--- src/stm_pkg.sv ---
package stm_pkg;

  // Register byte offsets on the Wishbone slave
  localparam logic [7:0] STM_CTRL_OFS      = 8'h00;
  localparam logic [7:0] STM_STATUS_OFS    = 8'h04;
  localparam logic [7:0] STM_IRQ_MASK_OFS  = 8'h08;
  localparam logic [7:0] STM_TQ_OVER_OFS   = 8'h0c;
  localparam logic [7:0] STM_TQ_UNDER_OFS  = 8'h10;
  localparam logic [7:0] STM_VE_OVER_OFS   = 8'h14;
  localparam logic [7:0] STM_VE_UNDER_OFS  = 8'h18;
  localparam logic [7:0] STM_V_OVER_OFS    = 8'h1c;
  localparam logic [7:0] STM_V_UNDER_OFS   = 8'h20;
  localparam logic [7:0] STM_VGAIN_OFS     = 8'h24;
  localparam logic [7:0] STM_SGAIN_OFS     = 8'h28;
  localparam logic [7:0] STM_SETTLE_OFS    = 8'h2c;
  localparam logic [7:0] STM_INDEX_OFS     = 8'h30;
  localparam logic [7:0] STM_TORQUE_OFS    = 8'h34;
  localparam logic [7:0] STM_VEL_OFS       = 8'h38;
  localparam logic [7:0] STM_VCMD_OFS      = 8'h3c;
  localparam logic [7:0] STM_VERR_OFS      = 8'h40;
  localparam logic [7:0] STM_FLAGS_OFS     = 8'h44;
  localparam logic [7:0] STM_DUMP_OFS      = 8'h48;

  // Flag and status bit positions
  localparam int STM_TQ_OVER_BIT  = 0;
  localparam int STM_TQ_UNDER_BIT = 1;
  localparam int STM_VE_OVER_BIT  = 2;
  localparam int STM_VE_UNDER_BIT = 3;
  localparam int STM_V_OVER_BIT   = 4;
  localparam int STM_V_UNDER_BIT  = 5;
  localparam int STM_DONE_BIT     = 6;
  localparam int STM_NUM_EVT      = 7;

  // Control register bit positions
  localparam int STM_CTRL_NEWHW_BIT = 0;
  localparam int STM_CTRL_DUMP_BIT  = 1;

  // Thresholds: torque in 0.01 %, velocity in 0.001 rev/s
  localparam logic [15:0] STM_TQ_MAX   = 16'h2710;
  localparam logic [15:0] STM_VEL_MAX  = 16'h2710;
  localparam logic [15:0] STM_THR_RST  = 16'h0000;

  // Gain in 0.01 units: 0.10 .. 255.00, defaults 0.50 and 1.50
  localparam logic [15:0] STM_VG_MIN     = 16'h000a;
  localparam logic [15:0] STM_VG_MAX     = 16'h639c;
  localparam logic [15:0] STM_VG_OLD_RST = 16'h0032;
  localparam logic [15:0] STM_VG_NEW_RST = 16'h0096;

  // Time base 0.1 ms, maximum 2146410442 ticks
  localparam int          STM_CLK_HZ       = 50000000;
  localparam int          STM_TICK_US      = 100;
  localparam int          STM_TICK_CYC     = STM_CLK_HZ / 1000000
                                             * STM_TICK_US;
  localparam logic [31:0] STM_TIME_MAX     = 32'h7fef9fca;

  // Number of dumpable parameter words
  localparam int STM_DUMP_WORDS = 9;

  // Measurement state
  typedef enum logic [0:0] {STM_IDLE, STM_MOVING} stm_meas_t;

  // Servo sample bundle from the loop
  typedef struct packed {
    logic signed [15:0] torque;
    logic signed [15:0] vel;
    logic signed [15:0] vcmd;
    logic signed [15:0] verr;
  } stm_sample_t;

  // Programmable thresholds
  typedef struct packed {
    logic [15:0] tq_over;
    logic [15:0] tq_under;
    logic [15:0] ve_over;
    logic [15:0] ve_under;
    logic [15:0] v_over;
    logic [15:0] v_under;
  } stm_thr_t;

endpackage

--- src/stm_monitor.sv ---
`timescale 1ns/100ps
module stm_monitor
  import stm_pkg::*;
#(
  parameter int TICK_CYC = STM_TICK_CYC
) (
  input  wire logic        sys_clk_in,
  input  wire logic        rst_b_in,
  input  wire logic        wb_cyc_in,
  input  wire logic        wb_stb_in,
  input  wire logic        wb_we_in,
  input  wire logic [7:0]  wb_adr_in,
  input  wire logic [3:0]  wb_sel_in,
  input  wire logic [31:0] wb_dat_in,
  output logic      [31:0] wb_dat_out,
  output logic             wb_ack_out,
  input  wire stm_sample_t sample_in,
  input  wire logic        sample_strobe_in,
  input  wire logic        move_start_in,
  input  wire logic        move_done_in,
  output logic             torque_over_flag_out,
  output logic             torque_under_flag_out,
  output logic             velocity_err_over_flag_out,
  output logic             velocity_err_under_flag_out,
  output logic             velocity_over_flag_out,
  output logic             velocity_under_flag_out,
  output logic      [15:0] velocity_prop_gain_out,
  output logic             irq_out
);

  // The tick counter is 16 bits wide, so longer ticks cannot be served
  if (TICK_CYC < 1 || TICK_CYC > 65536) begin : g_tick_chk
    $error("TICK_CYC must lie in 1..65536");
  end

  // Whole module state in one record
  typedef struct packed {
    logic                  ack;
    logic [31:0]           rdata;
    logic                  newhw;          // Later hardware version
    stm_thr_t              thr;            // Comparator thresholds
    logic [15:0]           vgain;          // Velocity prop gain
    logic [15:0]           sgain;          // Tuned servo gain
    stm_sample_t           smp;            // Latched sample
    logic [5:0]            flags;          // Comparator outputs
    logic [STM_NUM_EVT-1:0] status;        // Sticky events
    logic [STM_NUM_EVT-1:0] mask;          // Interrupt enables
    logic                  irq;
    stm_meas_t             meas;
    logic [15:0]           tick_cnt;       // Cycles within a tick
    logic [31:0]           settle_time;    // Running settle time
    logic [31:0]           index_time;     // Running index time
    logic [31:0]           settle_last;    // Settle time of last move
    logic [31:0]           index_last;     // Index time of last move
    logic [3:0]            dump_idx;       // Dump cursor
  } stm_state_t;

  stm_state_t s_q;
  stm_state_t s_d;

  // Magnitude of a signed sample, saturating at most-negative
  function automatic logic [15:0] stm_abs(input logic signed [15:0] v);
    if (v[15]) begin
      stm_abs = (v == 16'sh8000) ? 16'h7fff : 16'(-v);
    end else begin
      stm_abs = v;
    end
  endfunction

  // Clamp a written threshold into its range
  function automatic logic [15:0] stm_clamp(input logic [15:0] v,
                                            input logic [15:0] hi);
    stm_clamp = (v > hi) ? hi : v;
  endfunction

  // Saturating time increment
  function automatic logic [31:0] stm_inc(input logic [31:0] t);
    stm_inc = (t >= STM_TIME_MAX) ? STM_TIME_MAX : t + 32'h1;
  endfunction

  // Dump word list; home offset and multi-line setting live
  // outside this block and are never listed
  function automatic logic [31:0] stm_dump_word(input stm_state_t s,
                                                input logic [3:0] i);
    case (i)
      4'h0:    stm_dump_word = {16'h0, s.thr.tq_over};
      4'h1:    stm_dump_word = {16'h0, s.thr.tq_under};
      4'h2:    stm_dump_word = {16'h0, s.thr.ve_over};
      4'h3:    stm_dump_word = {16'h0, s.thr.ve_under};
      4'h4:    stm_dump_word = {16'h0, s.thr.v_over};
      4'h5:    stm_dump_word = {16'h0, s.thr.v_under};
      4'h6:    stm_dump_word = {16'h0, s.vgain};
      4'h7:    stm_dump_word = {16'h0, s.sgain};
      4'h8:    stm_dump_word = {31'h0, s.newhw};
      default: stm_dump_word = 32'h0;
    endcase
  endfunction

  logic                   wr_req;
  logic                   rd_req;
  logic [31:0]            wmask;
  logic [31:0]            wval;
  logic [STM_NUM_EVT-1:0] evt;
  logic [15:0]            new_gain;
  logic [15:0]            a_vel;
  logic [15:0]            a_err;
  logic                   tick;
  logic [31:0]            dump_w;         // Dump word under the cursor

  // Next-state logic for bus, comparators, timers and gains
  always_comb begin
    s_d      = s_q;
    evt      = '0;
    wr_req   = wb_cyc_in && wb_stb_in && wb_we_in && !s_q.ack;
    rd_req   = wb_cyc_in && wb_stb_in && !wb_we_in && !s_q.ack;
    wmask    = {{8{wb_sel_in[3]}}, {8{wb_sel_in[2]}},
                {8{wb_sel_in[1]}}, {8{wb_sel_in[0]}}};
    wval     = wb_dat_in & wmask;
    new_gain = s_q.vgain;
    a_vel    = stm_abs(sample_in.vel);
    a_err    = stm_abs(sample_in.verr);
    tick     = 1'b0;
    dump_w   = stm_dump_word(s_q, s_q.dump_idx);

    // Ack one cycle after the strobe, drop the next cycle
    s_d.ack = (wb_cyc_in && wb_stb_in && !s_q.ack);

    // Compare fresh sample against thresholds in the same cycle
    if (sample_strobe_in) begin
      s_d.smp = sample_in;
      s_d.flags[STM_TQ_OVER_BIT] =
        (sample_in.torque >= $signed({1'b0, s_q.thr.tq_over[14:0]}));
      s_d.flags[STM_TQ_UNDER_BIT] =
        (sample_in.torque <= $signed({1'b0, s_q.thr.tq_under[14:0]}));
      s_d.flags[STM_VE_OVER_BIT]  = (a_err >= s_q.thr.ve_over);
      s_d.flags[STM_VE_UNDER_BIT] = (a_err <= s_q.thr.ve_under);
      s_d.flags[STM_V_OVER_BIT]   = (a_vel >= s_q.thr.v_over);
      s_d.flags[STM_V_UNDER_BIT]  = (a_vel <= s_q.thr.v_under);
      // Rising flag edges are events
      evt[5:0] = s_d.flags & ~s_q.flags;
    end

    // Tick generator for 0.1 ms time base
    if (s_q.tick_cnt >= 16'(TICK_CYC - 1)) begin
      s_d.tick_cnt = 16'h0;
      tick         = 1'b1;
    end else begin
      s_d.tick_cnt = s_q.tick_cnt + 16'h1;
    end

    // Move timing; completion both latches and clears
    case (s_q.meas)
      STM_IDLE: begin
        if (move_start_in) begin
          s_d.meas        = STM_MOVING;
          s_d.settle_time = 32'h0;
          s_d.index_time  = 32'h0;
          s_d.tick_cnt    = 16'h0;
        end
      end
      STM_MOVING: begin
        if (move_done_in) begin
          s_d.meas        = STM_IDLE;
          s_d.settle_last = s_q.settle_time;
          s_d.index_last  = s_q.index_time;
          s_d.settle_time = 32'h0;
          s_d.index_time  = 32'h0;
          evt[STM_DONE_BIT] = 1'b1;
        end else if (tick) begin
          s_d.settle_time = stm_inc(s_q.settle_time);
          s_d.index_time  = stm_inc(s_q.index_time);
        end
      end
      default: s_d.meas = STM_IDLE;
    endcase

    // Register writes; dumped values written back restore state
    if (wr_req) begin
      case (wb_adr_in)
        STM_CTRL_OFS: begin
          if (wb_sel_in[0]) begin
            s_d.newhw = wb_dat_in[STM_CTRL_NEWHW_BIT];
            if (wb_dat_in[STM_CTRL_DUMP_BIT]) begin
              s_d.dump_idx = 4'h0;
            end
          end
        end
        STM_STATUS_OFS:
          s_d.status = s_q.status & ~wval[STM_NUM_EVT-1:0];
        STM_IRQ_MASK_OFS:
          s_d.mask = (s_q.mask & ~wmask[STM_NUM_EVT-1:0])
                     | wval[STM_NUM_EVT-1:0];
        STM_TQ_OVER_OFS:
          s_d.thr.tq_over  = stm_clamp(wval[15:0], STM_TQ_MAX);
        STM_TQ_UNDER_OFS:
          s_d.thr.tq_under = stm_clamp(wval[15:0], STM_TQ_MAX);
        STM_VE_OVER_OFS:
          s_d.thr.ve_over  = stm_clamp(wval[15:0], STM_VEL_MAX);
        STM_VE_UNDER_OFS:
          s_d.thr.ve_under = stm_clamp(wval[15:0], STM_VEL_MAX);
        STM_V_OVER_OFS:
          s_d.thr.v_over   = stm_clamp(wval[15:0], STM_VEL_MAX);
        STM_V_UNDER_OFS:
          s_d.thr.v_under  = stm_clamp(wval[15:0], STM_VEL_MAX);
        STM_VGAIN_OFS: begin
          // Out-of-range gains are ignored, keeping the old value
          if (wval[15:0] >= STM_VG_MIN && wval[15:0] <= STM_VG_MAX) begin
            new_gain = wval[15:0];
          end
          if (new_gain != s_q.vgain) begin
            s_d.vgain = new_gain;
            s_d.sgain = 16'h0;
          end
        end
        STM_SGAIN_OFS:
          s_d.sgain = wval[15:0];
        default: ;
      endcase
    end

    // Read mux; unmapped addresses read zero
    if (rd_req) begin
      case (wb_adr_in)
        STM_CTRL_OFS:     s_d.rdata = {31'h0, s_q.newhw};
        STM_STATUS_OFS:   s_d.rdata = 32'(s_q.status);
        STM_IRQ_MASK_OFS: s_d.rdata = 32'(s_q.mask);
        STM_TQ_OVER_OFS:  s_d.rdata = {16'h0, s_q.thr.tq_over};
        STM_TQ_UNDER_OFS: s_d.rdata = {16'h0, s_q.thr.tq_under};
        STM_VE_OVER_OFS:  s_d.rdata = {16'h0, s_q.thr.ve_over};
        STM_VE_UNDER_OFS: s_d.rdata = {16'h0, s_q.thr.ve_under};
        STM_V_OVER_OFS:   s_d.rdata = {16'h0, s_q.thr.v_over};
        STM_V_UNDER_OFS:  s_d.rdata = {16'h0, s_q.thr.v_under};
        STM_VGAIN_OFS:    s_d.rdata = {16'h0, s_q.vgain};
        STM_SGAIN_OFS:    s_d.rdata = {16'h0, s_q.sgain};
        STM_SETTLE_OFS:   s_d.rdata = s_q.settle_last;
        STM_INDEX_OFS:    s_d.rdata = s_q.index_last;
        STM_TORQUE_OFS:   s_d.rdata = 32'(s_q.smp.torque);
        STM_VEL_OFS:      s_d.rdata = 32'(s_q.smp.vel);
        STM_VCMD_OFS:     s_d.rdata = 32'(s_q.smp.vcmd);
        STM_VERR_OFS:     s_d.rdata = 32'(s_q.smp.verr);
        STM_FLAGS_OFS:    s_d.rdata = {26'h0, s_q.flags};
        STM_DUMP_OFS: begin
          // Index in top nibble, value below; cursor then advances, stopping at 9
          s_d.rdata = {s_q.dump_idx, 4'h0, dump_w[23:0]};
          if (s_q.dump_idx < 4'(STM_DUMP_WORDS)) begin
            s_d.dump_idx = s_q.dump_idx + 4'h1;
          end
        end
        default:          s_d.rdata = 32'h0;
      endcase
    end

    // Events set after clear so a coincident set wins
    s_d.status = s_d.status | evt;
    s_d.irq    = |(s_d.status & s_d.mask);
  end

  // State register with asynchronous reset
  always_ff @(posedge sys_clk_in or negedge rst_b_in) begin
    if (!rst_b_in) begin
      s_q          <= '0;
      s_q.thr      <= {6{STM_THR_RST}};
      s_q.vgain    <= STM_VG_OLD_RST;
      s_q.meas     <= STM_IDLE;
      s_q.dump_idx <= 4'(STM_DUMP_WORDS);
    end else begin
      s_q <= s_d;
    end
  end

  // Outputs straight from the state record
  assign wb_ack_out                  = s_q.ack;
  assign wb_dat_out                  = s_q.rdata;
  assign torque_over_flag_out        = s_q.flags[STM_TQ_OVER_BIT];
  assign torque_under_flag_out       = s_q.flags[STM_TQ_UNDER_BIT];
  assign velocity_err_over_flag_out  = s_q.flags[STM_VE_OVER_BIT];
  assign velocity_err_under_flag_out = s_q.flags[STM_VE_UNDER_BIT];
  assign velocity_over_flag_out      = s_q.flags[STM_V_OVER_BIT];
  assign velocity_under_flag_out     = s_q.flags[STM_V_UNDER_BIT];
  assign velocity_prop_gain_out      = s_q.vgain;
  assign irq_out                     = s_q.irq;

endmodule

--- config.mk ---
export PLATFORM = sky130hd
export DESIGN_NAME = stm_monitor
export DESIGN_NICKNAME = d
export VERILOG_FILES = /design/src/stm_pkg.sv /design/src/stm_monitor.sv
export SDC_FILE = /design/constraint.sdc
export NUM_CORES = 1
export LEC_CHECK = 0
export BUFFER_PORTS_ARGS = -buffer_cell sky130_fd_sc_hd__buf_2
export CORE_ASPECT_RATIO = 0.6
export CORE_MARGIN = 2
export CORE_UTILIZATION = 50
export CTS_CLUSTER_DIAMETER = 60
export DETAILED_ROUTE_END_ITERATION = 10
export GPL_TIMING_DRIVEN = 0
export PLACE_DENSITY = 0.68
export SETUP_SLACK_MARGIN = 0.4
export SLEW_MARGIN = 15
export SYNTH_ARGS = -nofsm -noshare
export SYNTH_HDL_FRONTEND = slang
export SYNTH_SLANG_ARGS = --single-unit
--- constraint.sdc ---
create_clock -name sys_clk_in -period 3.5 [get_ports sys_clk_in]
set_clock_uncertainty 0.1 [all_clocks]
set_input_delay 0.7 -clock sys_clk_in [delete_from_list [all_inputs] [get_ports sys_clk_in]]
set_output_delay 0.7 -clock sys_clk_in [all_outputs]
set_load 0.1 [all_outputs]
==> results.yml, run 1 <==
logic_synthesis:
  synth_cells: 2370
  synth_compound_area_frac: 0.211
  synth-xor-area-share: 0.0140
  syn-cell-area_um2: 22500
  synth_ff_type: "dfrtp_1"
  synth_cell_types: 80
  synth_top_family_by_area: "compound AO/OA/AOI/OAI gates"
  synth-edff-count: 0
  yosys_warnings: 0
  syn-mean-instance-area_um2: 9.51
  synth.area.mux_share: 0.0719
  ys_async_sr_fraction: 1.00
  synthAdderAreaFrac: 0.0577
  synthSimpleGateAreaFrac: 0.143
  synth-seq-area-share: 0.440
  synth-seq-cells: 396
clock_network:
  cts_buffers: 40
  cts_num_sinks: 396
  clock_latency_ns: 0.57
  hold_buffers: 0
  cts_buffer_depth: 3
  clock-root-buffer: "clkbuf_16"
  ctsHtreeMaxLevel: 2
  clkSlewWorstSetupHoldPaths_ns: 0.06
  cts_tree: "yes"
sta:
  worst_slew_pin_slew_ns: 1.26
  hold_viol: 4
  fin_crit_ns: 3.93
  relSlewSlack: 0.158
  setup_ws_ns: -0.431
  maxSlewViolCount: 0
  period_share: 1.12
  rsz0062_at_grt: "yes"
  timing.hold.ws_ns: -0.00574
  finalSetupViolCount: 9
  max_freq_mhz: 254
worst_setup_path:
  crit_chain: "buf_12, inv_12, ha_4, nand2_4, nor3_4, nand3_2, nor2_4, nand3_4, buf_12, buf_12, nand2_1, ha_1, o21a_1, o211ai_1, a21oi_1, a211o_2, nor4b_4, or4_4"
  worstSetupStartpointType: "input port"
  worstSetupEndpointType: "register"
  path_max_fanout: 5
  crit_start: "sample_in[33]"
  path_delay_family: "simple AND/OR/NAND/NOR gates"
  reg2reg_to: "wb_dat_out[5]"
  crit_cells: 18
  reg2regPathDepth: 7
  required_ns: 3.84
  slowest_delay_ns: 0.44
  path_buf_inv: 4
  criticalPathCategory: "input port to register"
  rrSetupSlack_ns: 0.41
  cp_common_cell: "buf_12"
  slowest_stage: "o211ai_1"
  rr_startpoint: "s_q[0]"
  crit_end: "irq_out"
  arrival_ns: 4.27
floorplanning:
  coreArea_um2: 44700
  core.rowCount: 60
  dieArea_um2: 46900
  die_h_um: 168
  ios: 172
  start_util: 0.505
  die_width_um: 278
pwr:
  power_mw: 10.4
  p_sw_mw: 3.05
  p_int_mw: 7.40
  peakVddDrop_mv: 0.367
  switching_share: 0.292
  p_seq_frac: 0.468
  clockPowerShare: 0.400
  power_frac_comb: 0.132
  powerDensity_nw_per_um2: 387
  leakage_nw: 11.7
detailed_routing:
  drcViolationCount: 0
  viasPerCell: 6.90
  wl_per_cell_um: 32.7
  drt_iter0_markers: 3669
  detailroute.via_count: 22300
  first_pass_iters: 6
  routed_wl_mm: 105
  detail-route-antenna-nets: 0
finish:
  finish.instance_area_um2: 27000
  drive_above_1_share: 0.244
  fillers: 3826
  final_util: 0.604
  area_growth_pct: 19.6
  nNetsFinal: 2829
place:
  gp_congestion: 1.08
  dp_hpwl_mm: 82.0
  pre_cts_slack_ns: -1.46
  port-buffer-count: 149
  placed_area_um2: 24400
global_route:
  grt.overflow.total: 0
  antenna_found_initial: 9
  grt_pass1_vias: 20000
  grt_pass1_wl_mm: 148
  grt_max_degree: 109
  grt_usage: 0.442
outcome:
  status: "complete, but fails checks"
  violations: "negative hold slack, negative setup slack"
job:
  maxCapViolations: 0
hold_path:
  hp-class: "input port to asynchronous set/reset pin"
==> Yosys cell counts, types with 32 or more instances <==
cell,n,share of area
buf_4,49,0.016
a221oi_1,32,0.012
ha_1,104,0.058
dfrtp_1,391,0.43
clkbuf_1,112,0.019
mux2_2,120,0.060
nand2_1,274,0.046
nand3_1,85,0.019
nor3_1,36,0.0080
nor2_1,75,0.012
o21ai_0,216,0.048
a22o_1,53,0.021
a21oi_1,62,0.014
inv_1,145,0.024
nand4_1,41,0.011
a22oi_1,134,0.045
==> kinds of logic after synthesis <==
logic type	after synthesis
AOI/OAI and AO/OA	701
and+or+nand+nor	661
DFF	396
buffers and inverters	324
muxes	147
adders and majority gates	104
xor gates and xnor gates	36
other	1
==> power by group through the flow <==
stage / sequential, mW / clock [mW] / combinational [mW]
finish: 4.89 / 4.18 / 1.38
global placement: 4.94 / 0 / 1.16
CTS: 4.86 / 4.17 / 1.27
detailed placement: 4.95 / 0 / 1.21
floorplan: 4.88 / 0 / 0.643
global route: 4.88 / 4.37 / 1.47
==> placed cells by master, fill, tap and decap left out, types with 13 or more instances in the layout <==
| cell | Yosys | final |
|---|---|---|
| nor2_4 | 0 | 14 |
| a21o_1 | 22 | 22 |
| nand4_1 | 41 | 41 |
| nor2b_1 | 17 | 17 |
| xor2_1 | 27 | 24 |
| inv_1 | 145 | 142 |
| and3_1 | 30 | 30 |
| ha_1 | 104 | 94 |
| nand2_1 | 274 | 254 |
| nor3_1 | 36 | 22 |
| and2_1 | 19 | 18 |
| o2bb2ai_1 | 26 | 25 |
| o31ai_1 | 24 | 17 |
| a221oi_1 | 32 | 32 |
| clkbuf_1 | 112 | 71 |
| dfrtp_1 | 391 | 390 |
| nand3_1 | 85 | 76 |
| nor2_1 | 75 | 60 |
| a31oi_1 | 26 | 26 |
| buf_2 | 10 | 155 |
| a21oi_1 | 62 | 52 |
| clkbuf_16 | 0 | 42 |
| mux2i_1 | 27 | 27 |
| clkbuf_2 | 0 | 38 |
| o21ai_0 | 216 | 206 |
| mux2_2 | 120 | 120 |
| a22o_1 | 53 | 53 |
| a22oi_1 | 134 | 132 |
| buf_6 | 1 | 13 |
| buf_4 | 49 | 81 |
==> layout make-up <==
| class | count | area (um^2) | area share |
|---|---|---|---|
| Timing Repair Buffer | 195 | 1310 | 0.0486 |
| Multi-Input combinational cell | 1652 | 12200 | 0.453 |
| Buffer | 179 | 1000 | 0.0371 |
| Clock inverter | 13 | 88.8 | 0.00329 |
| Clock buffer | 55 | 1120 | 0.0414 |
| Inverter | 145 | 572 | 0.0212 |
| Tap cell | 589 | 737 | 0.0273 |
| Sequential cell | 396 | 9920 | 0.368 |
| Antenna cell | 1 | 2.50 | 0.0000928 |
==> flip-flops by register name, summed over array words and instances, names as in the netlist <==
| register | count |
|---|---|
| torque_under_flag_out | 1 |
| velocity_err_under_flag_out | 1 |
| velocity_prop_gain_out | 16 |
| velocity_over_flag_out | 1 |
| wb_dat_out | 32 |
| torque_over_flag_out | 1 |
| s_q | 340 |
| irq_out | 1 |
| velocity_err_over_flag_out | 1 |
| wb_ack_out | 1 |
| velocity_under_flag_out | 1 |
==> through the flow <==
stage	cells	setup TNS (ns)
3_5_place_dp	3116	-84.09
2_1_floorplan	2372	-0.375
5_1_grt	3224	-1.42
3_3_place_gp	3110	-2483.20
4_1_cts	3202	-0.353
6_report	3225	-1.22
==> worst min-delay path by stage <==
stage	endpoint	slack, ns	cells past startpoint
2_1_floorplan	irq_out	0.30	0
3_3_place_gp	s_q[57]	0.36	2
3_5_place_dp	wb_dat_out[27]	0.37	2
4_1_cts	s_q[220]	0.001	1
5_1_grt	s_q[341]	0.02	1
6_report	s_q[341]	-0.006	1
==> layer usage <==
layer	share of wire	track usage
met1	0.44	0.676
met3	0.18	0.235
met5	0.0022	0.0308
met4	0.026	0.0952
met2	0.35	0.526
==> what timing repair did <==
item,4_1_cts,5_1_grt
cloned,1,1
pin swaps,39,56
buffers inserted,17,21
resized for setup,143,158
setup endpoints to repair,210,171
Power figures use the tool's default switching activity.
==> inputs of run 2 (changes only) <==
--- a/config.mk
+++ b/config.mk
@@ -14,6 +14,7 @@
 export GPL_TIMING_DRIVEN = 0
 export PLACE_DENSITY = 0.68
 export SETUP_SLACK_MARGIN = 0.4
+export SKIP_LAST_GASP = 1
 export SLEW_MARGIN = 15
 export SYNTH_ARGS = -nofsm -noshare
 export SYNTH_HDL_FRONTEND = slang
==> constraint.sdc (replaced) <==
create_clock -name sys_clk_in -period 3.5 [get_ports sys_clk_in]
set_clock_uncertainty 0.1 [all_clocks]
set_input_delay 0.35 -clock sys_clk_in [delete_from_list [all_inputs] [get_ports sys_clk_in]]
set_output_delay 0.35 -clock sys_clk_in [all_outputs]
set_load 0.1 [all_outputs]
==> run 2 against run 1 <==
  * The flow now finishes without violations
  * Global-route usage is 0.61 points lower
  * Combinational power hardly changed
  * Sequential share of layout area is 0.33 points lower
  * Routed wire length is 1.9% lower
  * Cell count is 1.2% higher
  * Total power is 3.6% higher
  * Critical path depth is 4 lower
  * Largest cell class unchanged
  * Highest routed layer unchanged
==> results.yml, run 2 (synthesis results as in run 1) <==
outcome:
  status: "finished clean"
finish:
  top_register: "s_q"
  layoutNonFillerInstCount: 3265
  fillers: 3771
  final-seq-area_um2: 9920
  nNetsFinal: 2865
  layout_commonest_cell: "dfrtp_1"
  largest_register_ffs: 340
  area_growth_pct: 20.7
  drive_above_1_share: 0.229
  final_cell_mix: "dfrtp_1, nand2_1, o21ai_0, buf_2, inv_1"
  finish.instance_area_um2: 27200
  multi_input_area_um2: 12000
sta:
  period_share: 0.985
  hold_viol: 0
  max_freq_mhz: 290
  tns_ns: 0
  worst_slew_pin_slew_ns: 1.32
  fin_crit_ns: 3.45
  relSlewSlack: 0.120
  maxSlewViolCount: 0
  rsz0062_at_grt: "yes"
  timing.hold.ws_ns: 0.00702
  finalSetupViolCount: 0
pwr:
  powerDensity_nw_per_um2: 398
  leakage_nw: 11.9
  power_mw: 10.8
  peakVddDrop_mv: 0.389
place:
  port-buffer-count: 149
  gp_congestion: 1.08
  placed_area_um2: 24300
  dp.cells: 3118
  dp_hpwl_mm: 80.3
clock_network:
  clkSlewWorstSetupHoldPaths_ns: 0.06
  cts_buffers: 41
  cts_buffer_depth: 3
  ctsHtreeMaxLevel: 2
  cts_num_sinks: 396
  clock_latency_ns: 0.57
  cts_tree: "yes"
  clock-root-buffer: "clkbuf_16"
detailed_routing:
  drt_iter0_markers: 3589
  drcViolationCount: 0
  detail-route-antenna-nets: 0
  detailroute.via_count: 22200
  wl_per_cell_um: 31.6
  routed_wl_mm: 103
  first_pass_iters: 7
  viasPerCell: 6.81
worst_setup_path:
  required_ns: 3.84
  criticalPathCategory: "input port to register"
  arrival_ns: 3.78
  slowest_delay_ns: 0.59
  worstSetupStartpointType: "input port"
  crit_chain: "buf_4, or4_4, or3_4, o31ai_4, xor2_1, nand2_2, buf_4, ha_4, o21a_1, o21ai_1, a211oi_2, a2111o_2, o2bb2ai_2, or4_4"
  path_max_fanout: 5
  worstSetupEndpointType: "register"
  slowest_stage: "a2111o_2"
global_route:
  grt_usage: 0.436
  grt.overflow.total: 0
  grt_pass1_wl_mm: 146
  grt_max_degree: 104
  antenna_found_initial: 6
  grt_pass1_vias: 20400
floorplanning:
  die_h_um: 168
  core.rowCount: 60
  start_util: 0.505
  dieArea_um2: 46900
  ios: 172
  die_width_um: 278
  coreArea_um2: 44700
hold_path:
  hp-class: "input port to register"
job:
  maxCapViolations: 0
-- run 2: cell types whose count changed in the layout (fill, tap and decap cells not counted), moves of 4 or more --
cell and change:
clkbuf_1 +10, o21ai_4 -4, nand3_4 -7, nor3_2 -5, dlygate4sd3_1 +43, nor2_4 -7
clkbuf_2 -9, buf_4 -4, nor2_2 +4, buf_12 -4, nand2_4 -4, nor3_4 +5
nand3_1 +7, nand2_2 +4
-- run 2: worst paths after layout --
| path | from | end | slack [ns] | cells past startpoint |
|---|---|---|---|---|
| worst max-delay path | sample_in[7] | irq_out | 0.05 | 14 |
| worst min register to register | wb_dat_out[16] | wb_dat_out[16] | 0.38 | 2 |
| max in group asynchronous | rst_b_in | s_q[79] | 1.73 | 4 |
| worst max register to register | s_q[360] | irq_out | 0.37 | 8 |
| worst min-delay path | sample_in[9] | s_q[179] | 0.007 | 2 |
| min in group asynchronous | rst_b_in | s_q[229] | 0.22 | 2 |
-- run 2: routing by layer --
metal / wire length [um] / GRT usage / vias up
met1: 44700 / 0.657 / 11100
met3: 18500 / 0.227 / 180
met2: 37500 / 0.539 / 1677
li1: - / - / 9239
met4: 2420 / 0.0895 / 10
met5: 112 / 0.0103 / -
-- run 2: what timing repair did --
| item | 4_1_cts | 5_1_grt |
|---|---|---|
| setup endpoints to repair | 100 | 139 |
| setup buffers | 16 | 12 |
| cloned | 2 | 0 |
| resized for setup | 130 | 146 |
| endpoints found under the hold margin | 91 | 3 |
| hold buffers | 40 | 3 |
| pin swaps | 34 | 42 |
-- run 2: area by class of cell --
type,instances,share of cell area
antenna,1,0.0000920
buffer,179,0.0361
clock buffer,58,0.0438
clock inverter,15,0.00653
inverter,145,0.0202
multi-input combinational,1652,0.442
sequential,396,0.364
tap,589,0.0271
timing repair buffer,230,0.0596
-- run 2: power breakdown --
part | internal (mW) | switching (mW)
clock network | 2.61 | 1.98
logic | 0.478 | 0.885
registers | 4.70 | 0.177
total | 7.79 | 3.04
-- run 2: metrics by stage --
stage,setup slack (ns),util
floorplan,-0.0251,-
global route,-0.00697,0.609
finish,0.0540,0.609
global placement,-5.84,0.539
detailed placement,-1.31,0.543
CTS,0.144,0.598
-- run 2: worst max-delay path: cells and delay by family --
kind            cells  cell delay, ns
simple gates        4            1.43
compound gates      6            1.34
buf+inv             2            0.27
fa+ha+maj           1            0.20
xor+xnor            1            0.19
